`src/rtl/sst_pkg.sv`:
```
package sst_pkg;

	// ----------------------------------------------------------------
	// register indices (byte address = index * 4)
	// ----------------------------------------------------------------
	localparam logic [3:0] SST_IDX_TX_STATUS_CONTROL = 4'h0;
	localparam logic [3:0] SST_IDX_RX_STATUS_CONTROL = 4'h1;
	localparam logic [3:0] SST_IDX_TX_HOLDING = 4'h2;
	localparam logic [3:0] SST_IDX_INTERRUPT_CONTROL = 4'h3;
	localparam logic [3:0] SST_IDX_IRQ_STATUS = 4'h4;
	localparam logic [3:0] SST_IDX_IRQ_MASK = 4'h5;
	localparam logic [3:0] SST_IDX_CORE_CONTROL = 4'h6;

	// ----------------------------------------------------------------
	// field positions
	// ----------------------------------------------------------------
	// tx_status_control
	localparam int SST_TXS_CLOCK_SOURCE = 7;
	localparam int SST_TXS_NINE_BIT = 6;
	localparam int SST_TXS_TX_ENABLE = 5;
	localparam int SST_TXS_SYNC_MODE = 4;
	localparam int SST_TXS_SHIFT_EMPTY = 1;
	localparam int SST_TXS_NINTH_BIT = 0;
	// rx_status_control
	localparam int SST_RXS_PORT_ON = 7;
	localparam int SST_RXS_SINGLE_RX = 5;
	localparam int SST_RXS_CONT_RX = 4;
	localparam int SST_RXS_ADDR_DETECT = 3;
	// interrupt_control
	localparam int SST_INT_GLOBAL = 7;
	localparam int SST_INT_PERIPH = 6;
	localparam int SST_INT_TX_ENABLE = 4;
	// irq status / mask
	localparam int SST_IRQ_TX_FLAG = 0;
	localparam int SST_IRQ_CHAR_DONE = 1;
	// core control
	localparam int SST_CORE_HALT = 0;
	localparam int SST_CORE_WAKE = 1;
	localparam int SST_CORE_VECTOR = 2;

	// ----------------------------------------------------------------
	// reset values
	// ----------------------------------------------------------------
	localparam logic [7:0] SST_RST_TX_STATUS_CONTROL = 8'h00;
	localparam logic [7:0] SST_RST_RX_STATUS_CONTROL = 8'h00;
	localparam logic [7:0] SST_RST_INTERRUPT_CONTROL = 8'h00;
	localparam logic [8:0] SST_RST_DATA = 9'h000;
	localparam logic [1:0] SST_RST_IRQ = 2'h0;

	// ----------------------------------------------------------------
	// carriers
	// ----------------------------------------------------------------
	typedef struct packed {
		logic [3:0] addr;
		logic [31:0] wdata;
		logic wr;
		logic rd;
	} sst_bus_req_type;

	typedef struct packed {
		logic clk_in;
		logic clk_out;
		logic clk_oe;
		logic data_out;
		logic data_oe;
	} sst_pins_type;

	typedef enum logic [1:0] {
		SST_IDLE,
		SST_SHIFT
	} sst_state_type;

endpackage : sst_pkg

```
`src/rtl/sst_tx.sv`:
```
// Decided for this implementation: the address map and the address-and-strobe port.
`timescale 1ns/1ns
// Summary of operation
// - slave transmit behaves as master transmit except clock source and halt
// - on halt with two queued, first moves to shift register and shifts
// - second character stays in holding register while first shifts
// - transmit flag stays clear while second character waits
// - after first leaves, second moves to shifter, then flag sets
// - flag with periph and tx enables wakes core, continues next instr
// - with global enable also set, core vectors to service routine
// - writing low eight bits to holding register starts transmission
// - slave takes shift clock on clock pin, its driver disabled
// - data bit changes on leading edge, stable at trailing edge
// - exactly one data bit moves per shift clock cycle
module sst_tx
	import sst_pkg::*;
#(
	parameter int DATA_BITS = 8 // low character width
) (
	input wire logic clk, // core clock, 250 MHz
	input wire logic sys_rst, // async reset, active high
	input wire logic [3:0] reg_addr, // register index
	input wire logic [31:0] reg_wdata, // write data
	input wire logic reg_wr, // write strobe
	input wire logic reg_rd, // read strobe
	output logic [31:0] reg_rdata, // read data, cycle after strobe
	input wire logic shift_clock_pin_in, // shift clock pin level
	output logic shift_clock_pin_out, // shift clock pin drive value
	output logic shift_clock_pin_oe, // shift clock pin drive enable
	output logic data_pin_out, // serial data out
	output logic data_pin_oe, // serial data drive enable
	input wire logic core_halt, // core is in low-power halt
	output logic core_wake, // wake request to core
	output logic core_vector, // take interrupt vector on wake
	output logic irq // level interrupt
);

	// ----------------------------------------------------------------
	// register state
	// ----------------------------------------------------------------
	logic [7:0] tx_status_control_reg;
	logic [7:0] rx_status_control_reg;
	logic [7:0] interrupt_control_reg;
	logic [DATA_BITS:0] tx_holding_reg;
	logic holding_full_reg;
	logic [DATA_BITS:0] tx_shift_reg;
	logic [3:0] bit_count_reg;
	logic [1:0] irq_status_reg;
	logic [1:0] irq_mask_reg;
	logic tx_flag;
	logic [31:0] rdata_reg;
	sst_state_type state_reg;
	sst_pins_type pins;

	logic slave_tx_mode;
	logic [3:0] char_len;
	logic load_shift;
	logic char_done;
	logic wr_holding;
	logic clk_meta_reg;
	logic clk_sync_reg;
	logic clk_prev_reg;
	logic lead_edge;
	logic trail_edge;
	logic halt_meta_reg;
	logic halt_sync_reg;

	// ----------------------------------------------------------------
	// mode decode
	// ----------------------------------------------------------------
	// slave transmit: sync, port on, clock from pin, receivers off
	assign slave_tx_mode = tx_status_control_reg[SST_TXS_SYNC_MODE]
		& rx_status_control_reg[SST_RXS_PORT_ON]
		& ~tx_status_control_reg[SST_TXS_CLOCK_SOURCE]
		& ~rx_status_control_reg[SST_RXS_SINGLE_RX]
		& ~rx_status_control_reg[SST_RXS_CONT_RX]
		& ~rx_status_control_reg[SST_RXS_ADDR_DETECT];
	assign char_len = tx_status_control_reg[SST_TXS_NINE_BIT]
		? 4'(DATA_BITS + 1) : 4'(DATA_BITS);
	assign wr_holding = reg_wr && reg_addr == SST_IDX_TX_HOLDING;

	// ----------------------------------------------------------------
	// pin synchronisers
	// ----------------------------------------------------------------
	// two flops on the external clock and the halt level
	always_ff @(posedge clk or posedge sys_rst) begin
		if (sys_rst) begin
			clk_meta_reg <= 1'b0;
			clk_sync_reg <= 1'b0;
			clk_prev_reg <= 1'b0;
			halt_meta_reg <= 1'b0;
			halt_sync_reg <= 1'b0;
		end else begin
			clk_meta_reg <= shift_clock_pin_in;
			clk_sync_reg <= clk_meta_reg;
			clk_prev_reg <= clk_sync_reg;
			halt_meta_reg <= core_halt;
			halt_sync_reg <= halt_meta_reg;
		end
	end

	// idle-low clock: rising is leading, falling is trailing
	// edges are seen two to three core clocks late, so each
	// half period of the shift clock must span several core
	// clocks; a faster master would have edges merged or lost.
	// the previous-level flop resets low to match the idle pin,
	// so no false leading edge follows reset.
	assign lead_edge = clk_sync_reg & ~clk_prev_reg;
	assign trail_edge = ~clk_sync_reg & clk_prev_reg;

	// ----------------------------------------------------------------
	// configuration registers
	// ----------------------------------------------------------------
	// software-written control bits; shift-empty bit is live status
	always_ff @(posedge clk or posedge sys_rst) begin
		if (sys_rst) begin
			tx_status_control_reg <= SST_RST_TX_STATUS_CONTROL;
			rx_status_control_reg <= SST_RST_RX_STATUS_CONTROL;
			interrupt_control_reg <= SST_RST_INTERRUPT_CONTROL;
			irq_mask_reg <= SST_RST_IRQ;
		end else if (reg_wr) begin
			case (reg_addr)
			SST_IDX_TX_STATUS_CONTROL: begin
				tx_status_control_reg <= reg_wdata[7:0];
			end
			SST_IDX_RX_STATUS_CONTROL: begin
				rx_status_control_reg <= reg_wdata[7:0];
			end
			SST_IDX_INTERRUPT_CONTROL: begin
				interrupt_control_reg <= reg_wdata[7:0];
			end
			SST_IDX_IRQ_MASK: begin
				irq_mask_reg <= reg_wdata[1:0];
			end
			default: begin
			end
			endcase
		end
	end

	// ----------------------------------------------------------------
	// holding register
	// ----------------------------------------------------------------
	// write of the low bits loads the ninth bit beside it
	always_ff @(posedge clk or posedge sys_rst) begin
		if (sys_rst) begin
			tx_holding_reg <= SST_RST_DATA;
			holding_full_reg <= 1'b0;
		end else if (wr_holding
			&& tx_status_control_reg[SST_TXS_TX_ENABLE]) begin
			tx_holding_reg <= {tx_status_control_reg[SST_TXS_NINTH_BIT],
				reg_wdata[DATA_BITS-1:0]};
			holding_full_reg <= 1'b1;
		end else if (load_shift) begin
			holding_full_reg <= 1'b0;
		end
	end

	// ----------------------------------------------------------------
	// shifter
	// ----------------------------------------------------------------
	// load only when idle; halt does not stop the shifter
	assign load_shift = state_reg == SST_IDLE && holding_full_reg
		&& slave_tx_mode
		&& tx_status_control_reg[SST_TXS_TX_ENABLE];
	assign char_done = state_reg == SST_SHIFT && trail_edge
		&& bit_count_reg == char_len - 4'h1;

	// lsb first; next bit presented on each leading edge after the first
	always_ff @(posedge clk or posedge sys_rst) begin
		if (sys_rst) begin
			state_reg <= SST_IDLE;
			tx_shift_reg <= SST_RST_DATA;
			bit_count_reg <= 4'h0;
		end else begin
			case (state_reg)
			SST_IDLE: begin
				if (load_shift) begin
					tx_shift_reg <= tx_holding_reg;
					bit_count_reg <= 4'h0;
					state_reg <= SST_SHIFT;
				end
			end
			SST_SHIFT: begin
				if (!slave_tx_mode) begin
					state_reg <= SST_IDLE;
				end else if (char_done) begin
					state_reg <= SST_IDLE;
				end else if (trail_edge) begin
					bit_count_reg <= bit_count_reg + 4'h1;
				end else if (lead_edge && bit_count_reg != 4'h0) begin
					tx_shift_reg <= {1'b0, tx_shift_reg[DATA_BITS:1]};
				end
			end
			default: begin
				state_reg <= SST_IDLE;
			end
			endcase
		end
	end

	// ----------------------------------------------------------------
	// flag, interrupt status and wake
	// ----------------------------------------------------------------
	// flag is the holding register's emptiness while enabled
	// the same expression serves in and out of halt: the shifter
	// keeps running in halt, so a second character stays queued
	// and holds the flag low until the first has left.
	assign tx_flag = ~holding_full_reg
		& tx_status_control_reg[SST_TXS_TX_ENABLE];

	// sticky status; set wins over write-one clear
	always_ff @(posedge clk or posedge sys_rst) begin
		if (sys_rst) begin
			irq_status_reg <= SST_RST_IRQ;
		end else begin
			for (int i = 0; i < 2; i++) begin
				if ((i == SST_IRQ_TX_FLAG && load_shift)
					|| (i == SST_IRQ_CHAR_DONE && char_done)) begin
					irq_status_reg[i] <= 1'b1;
				end else if (reg_wr && reg_addr == SST_IDX_IRQ_STATUS
					&& reg_wdata[i]) begin
					irq_status_reg[i] <= 1'b0;
				end
			end
		end
	end

	assign irq = |(irq_status_reg & irq_mask_reg);

	// wake on raised flag during halt, vector if global on
	assign core_wake = halt_sync_reg & tx_flag
		& interrupt_control_reg[SST_INT_PERIPH]
		& interrupt_control_reg[SST_INT_TX_ENABLE];
	assign core_vector = core_wake
		& interrupt_control_reg[SST_INT_GLOBAL];

	// ----------------------------------------------------------------
	// pins
	// ----------------------------------------------------------------
	always_comb begin
		pins.clk_in = clk_sync_reg;
		pins.clk_out = 1'b0;
		pins.clk_oe = 1'b0;
		pins.data_out = tx_shift_reg[0];
		pins.data_oe = slave_tx_mode;
	end
	assign shift_clock_pin_out = pins.clk_out;
	assign shift_clock_pin_oe = pins.clk_oe;
	assign data_pin_out = pins.data_out;
	assign data_pin_oe = pins.data_oe;

	// ----------------------------------------------------------------
	// read port
	// ----------------------------------------------------------------
	always_ff @(posedge clk or posedge sys_rst) begin
		if (sys_rst) begin
			rdata_reg <= 32'h0;
		end else if (reg_rd) begin
			case (reg_addr)
			SST_IDX_TX_STATUS_CONTROL: begin
				rdata_reg <= {24'h0, tx_status_control_reg[7:2],
					state_reg == SST_IDLE, tx_status_control_reg[0]};
			end
			SST_IDX_RX_STATUS_CONTROL: begin
				rdata_reg <= {24'h0, rx_status_control_reg};
			end
			SST_IDX_TX_HOLDING: begin
				rdata_reg <= {23'h0, tx_holding_reg};
			end
			SST_IDX_INTERRUPT_CONTROL: begin
				rdata_reg <= {24'h0, interrupt_control_reg};
			end
			SST_IDX_IRQ_STATUS: begin
				rdata_reg <= {30'h0, irq_status_reg};
			end
			SST_IDX_IRQ_MASK: begin
				rdata_reg <= {30'h0, irq_mask_reg};
			end
			SST_IDX_CORE_CONTROL: begin
				rdata_reg <= {29'h0, core_vector, core_wake, tx_flag};
			end
			default: begin
				rdata_reg <= 32'h0;
			end
			endcase
		end
	end
	assign reg_rdata = rdata_reg;

endmodule // sst_tx

```
`config.mk`:
```
export PLATFORM = sky130hd
export DESIGN_NAME = sst_tx
export DESIGN_NICKNAME = d
export VERILOG_FILES = /design/src/rtl/sst_pkg.sv /design/src/rtl/sst_tx.sv
export SDC_FILE = /design/constraint.sdc
export NUM_CORES = 1
export LEC_CHECK = 0
export ABC_AREA = 1
export BUFFER_PORTS_ARGS = -buffer_cell sky130_fd_sc_hd__buf_2
export CORE_UTILIZATION = 55
export DETAILED_ROUTE_END_ITERATION = 8
export PLACE_DENSITY = 0.82
export RECOVER_POWER = 25
export SETUP_SLACK_MARGIN = 0.05
export SLEW_MARGIN = 20
export SYNTH_ARGS = -nofsm -noshare
export SYNTH_HDL_FRONTEND = slang
export SYNTH_SLANG_ARGS = --single-unit
export TNS_END_PERCENT = 50
```
`constraint.sdc`:
```
create_clock -name clk -period 5.3 [get_ports clk]
set_input_delay 1.06 -clock clk [delete_from_list [all_inputs] [get_ports clk]]
set_output_delay 1.06 -clock clk [all_outputs]
set_load 0.03 [all_outputs]
```
### After elaboration in Yosys (flattened, before gate mapping)

Index checks and enable logic that the tools add are counted.

* flip-flop bits (word level): 90
* output and inout port bits: 39
* logic and storage cells: 103
* bits of input ports: 42

* bitwise logic cells: 20
* multiplexer cells: 23
* $add $sub $neg: 2
* reductions and logical operators: 26
* equality and inequality tests: 15

Operators by type and width (count)
* 9-bit one-hot mux with 7 select lines: 1
* 9-bit two-way mux: 5
* 9-bit one-hot mux with 2 select lines: 1
* 4-bit two-way mux: 4
* 1-bit AND: 12
* 4-bit by 3-bit equality test with 1-bit output (second input constant): 3
* 1-bit logical AND: 11
* 2-bit != test (second input constant): 5
* 2-bit AND reduction: 5
* 4-bit by 2-bit equality test with 1-bit output (second input constant): 2
* 4-bit one-hot mux with 2 select lines: 1
* 2-bit nonzero test: 4
* 1-bit two-way mux: 7
* 1-bit NOT: 7
* 2-bit two-way mux: 3
* 6-bit AND reduction: 1
* 5-bit AND reduction: 1
* 4-bit by 1-bit adder with 4-bit output (second input constant): 1
* 4-bit by 1-bit equality test with 1-bit output (second input constant): 1
* 4-bit equality test: 1
* 4-bit zero test: 1
* 2-bit one-hot mux with 2 select lines: 1
* 4-bit nonzero test: 1
* 4-bit by 1-bit subtractor with 4-bit output (second input constant): 1
* other kinds (6): 6

### Logic depth before layout (Yosys ltp)

* depth in word-level cells: 9
* gate-level depth with buffers: 10
* gate-level depth less buffers: 10

### Worst setup path before layout

OpenSTA, ideal clock, no wires.

* path kind: reg2out
* start point: reg tx_status_control_reg[5]
* end point: out core_vector
* data required time: 4.240 ns
* buffers on the path: 0
* arrival: 1.117 ns
* stages on the path, launching flop included: 5
* slack: 3.123 ns
* cell sequence: dfrtp_1 > inv_1 > nor2_1 > nand3_1 > nor2_1

* longest elaborated chain between the ends: 5

Ends and longest elaborated chain
* start, declared: RTL line sst_tx.sv:41 `logic [7:0] tx_status_control_reg;`
* start signal, assigned: RTL line sst_tx.sv:124 `tx_status_control_reg <= reg_wdata[7:0];`
* 1-bit AND: RTL line sst_tx.sv:210 `& tx_status_control_reg[SST_TXS_TX_ENABLE];`
* 1-bit AND: RTL line sst_tx.sv:232 `assign core_wake = halt_sync_reg & tx_flag`
* 1-bit AND: RTL line sst_tx.sv:233 `& interrupt_control_reg[SST_INT_PERIPH]`
* 1-bit AND: RTL line sst_tx.sv:234 `& interrupt_control_reg[SST_INT_TX_ENABLE];`
* 1-bit AND: RTL line sst_tx.sv:236 `& interrupt_control_reg[SST_INT_GLOBAL];`
* end, declared: RTL line sst_tx.sv:34 `output logic core_vector,`

Every way passes these cells.

### Final worst setup path

Same ends and word-level chain as after synthesis.

==> impl_metrics.ini <==
[outcome]
outcome = finished clean

[worst_setup_path]
critical_path.most_common_cell = nor2_1
worst_path_max_delay_cell = dfrtp_1
max_stage_delay_ns = 0.47
required_worst_endpoint_ns = 4.24
nature_of_the_critical_path_startpoint = flop
critical_path.endpoint_type = primary output
cp_cell_sequence = inv_1 > nor2_1 > nand3_1 > nor2_1 > buf_2
critical_path_buf_inv_count = 2
cp_top_family = simple AND/OR/NAND/NOR gates
arrival_time_of_data_at_the_critical_path_endpoint_ns = 1.59
worst-setup-path-type = flop to primary output
crit_path_max_fanout = 4

[finish]
fill_cells = 519
area_growth_pct = 9.18
post_route_cells_drive_above_1_share = 0.158
antenna_cells_inserted = 0
design.final.nets = 494

[clock_network]
post_cts_resize_count = 0
cts_tree = done
clock-sinks = 65
cts-root-to-sink-buffers = 2
cts.hold.buffers_added = 0
worst_skew_pair.late_latency_ns = 0.34
clk_root_buffer_cell = clkbuf_8
post_cts_buffers = 0
clock_tree.htree_level_count = 3
cts-buffers-inserted = 9
clk_pin_slew_ns = 0.06

[yosys]
postSynth.asyncResetShare = 1.00
number_of_synthesized_flops_with_an_enable_pin = 0
synthDistinctLibCells = 32
post_synth.cell_area_avg_sq_um = 8.08
dominantRegCellSynth = dfrtp_1
syn-cell-area_sq_um = 3380
ys_warn_count = 0
ys_seq_area_frac = 0.481
synthCells = 418
ys_ff_latch = 65

[global_routing]
global_routing_met3_resource_utilization = 0.0386
grt.busiest_layer = met2
global_route.usage.met1 = 0.339
via_count_of_the_first_global_routing_pass = 2566
antenna_found_initial = 0
grt_usage = 0.249
grt_pass1_wl_um = 11800
grt_use_met2 = 0.378
globalRoute.totalOverflow = 0
grt_max_degree = 66

[power_and_ir_drop]
irDropWorstVdd_mv = 0.212
power-per-cell-area_nw_per_um2 = 373
power.static_leakage_nw = 1.96

[timing]
final.hold.worst_slack_ns = 0.352
finalHoldViolations = 0
slew_viol_final = 0
layout_worst_path_cycle_share = 0.500
worst_slack_ns = 2.65
timing.slew.headroom = 0.474
period_needed_ns = 2.65
least_margin_pin_slew_ns = 0.790
max_clock_freq_ghz = 0.377
final.setup_skew_ns = 0.00550
unrepaired_setup_endpoints_after_global_routing = no
setup_violations = 0
tns_ns = 0

[route]
drt_iter0_drc = 307
vias_per_cell = 5.28
finalWirelength_um = 7090
detailroute.via_count = 2798
detail_route.wl_per_cell_um = 13.4
drc_errors = 0
drt_first_pass_iters = 5
detail-route-antenna-nets = 0

[hold_path]
hold_class = flop to flop

[placed_design]
gp_congestion = 0.912
i_o_buffers = 31
detailedPlace.worstSlack_ns = 2.68
dp_hpwl_um = 4970

[floorplanning]
initial_core_utilization = 0.571
die_x_um = 80.4
die-area_sq_um = 6460
std_cell_rows = 28
floorplan.core_area_sq_um = 5920
die-height_um = 80.4
pin_count = 81

[job]
drv_cap = 0
routing by layer:
metal / part of all wire / vias to the layer above / routed length (um)
met1: 0.46 / 1330 / 3240
met4: 0.022 / 0 / 157
met2: 0.47 / 98 / 3340
met5: 0 / - / 0
met3: 0.051 / 13 / 358
li1: - / 1357 / -
kinds of logic after synthesis:
logic type / after synthesis / share of synthesized area
AOI/OAI and AO/OA: 70 / 0.119
xor gates and xnor gates: 1 / 0.00259
adders and majority gates: 2 / 0.00740
buffers and inverters: 82 / 0.124
DFF: 65 / 0.481
other: 1 / 0.00111
and+or+nand+nor: 197 / 0.264
stage by stage:
step,power [mW],instances,area [sq um],utilization
2_1_floorplan,0.885,442,3470,-
3_5_place_dp,0.946,514,3480,0.588
5_1_grt,1.46,530,3690,0.623
6_report,1.38,530,3690,0.623
4_1_cts,1.38,530,3690,0.623
3_3_place_gp,0.934,514,3480,0.588
layout make-up:
class	instances	area (sq um)	share of cell area
tap	75	93.8	0.0254
sequential	65	1630	0.441
timing repair buffer	32	163	0.0441
clock inverter	2	35.0	0.00949
clock buffer	14	173	0.0468
inverter	47	176	0.0478
multi-input combinational	295	1420	0.386
layout by cell type, fill, tap and decap left out, types with 8 or more instances in the layout:
master      n
nand2_1   127
clkbuf_8   12
o21ai_1    20
nor2_1     22
conb_1     25
inv_1      43
buf_2      31
dfrtp_1    65
nand3_1    19
nand4_1    13
o21ai_0    35
o21ai_2     8
final timing paths:
path,startpoint,endpoint,slack (ns),depth (start not counted)
max,tx_status_control_reg[5]$_DFFE_PP0P_,core_vector,2.65,5
min,clk_meta_reg$_DFF_PP0_,clk_sync_reg$_DFF_PP0_,0.35,0
max reg2reg,state_reg[0]$_DFFE_PP0P_,bit_count_reg[3]$_DFFE_PP0P_,3.33,6
min reg2reg,clk_meta_reg$_DFF_PP0_,clk_sync_reg$_DFF_PP0_,0.35,0
max in group asynchronous,sys_rst,tx_status_control_reg[3]$_DFFE_PP0P_,3.83,3
min in group asynchronous,sys_rst,tx_holding_reg[8]$_DFFE_PP0P_,0.95,3
report_power, final:
| group | internal [mW] | switching, mW | total, mW |
|---|---|---|---|
| clock network | 0.255 | 0.181 | 0.436 |
| logic | 0.0849 | 0.183 | 0.268 |
| registers | 0.598 | 0.0749 | 0.673 |
cell usage after synthesis, types with 4 or more instances:
master / count / area (sq um)
buf_4: 26 / 195
buf_2: 6 / 30.0
dfrtp_1: 65 / 1630
o21ai_2: 8 / 70.1
o21ai_1: 20 / 100
nand3_1: 19 / 95.1
nor2_1: 22 / 82.6
nand2_1: 127 / 477
nand4_1: 13 / 81.3
inv_1: 43 / 161
o21ai_0: 35 / 175
nand3_2: 4 / 40.0
(Power assumes the default switching activity.)
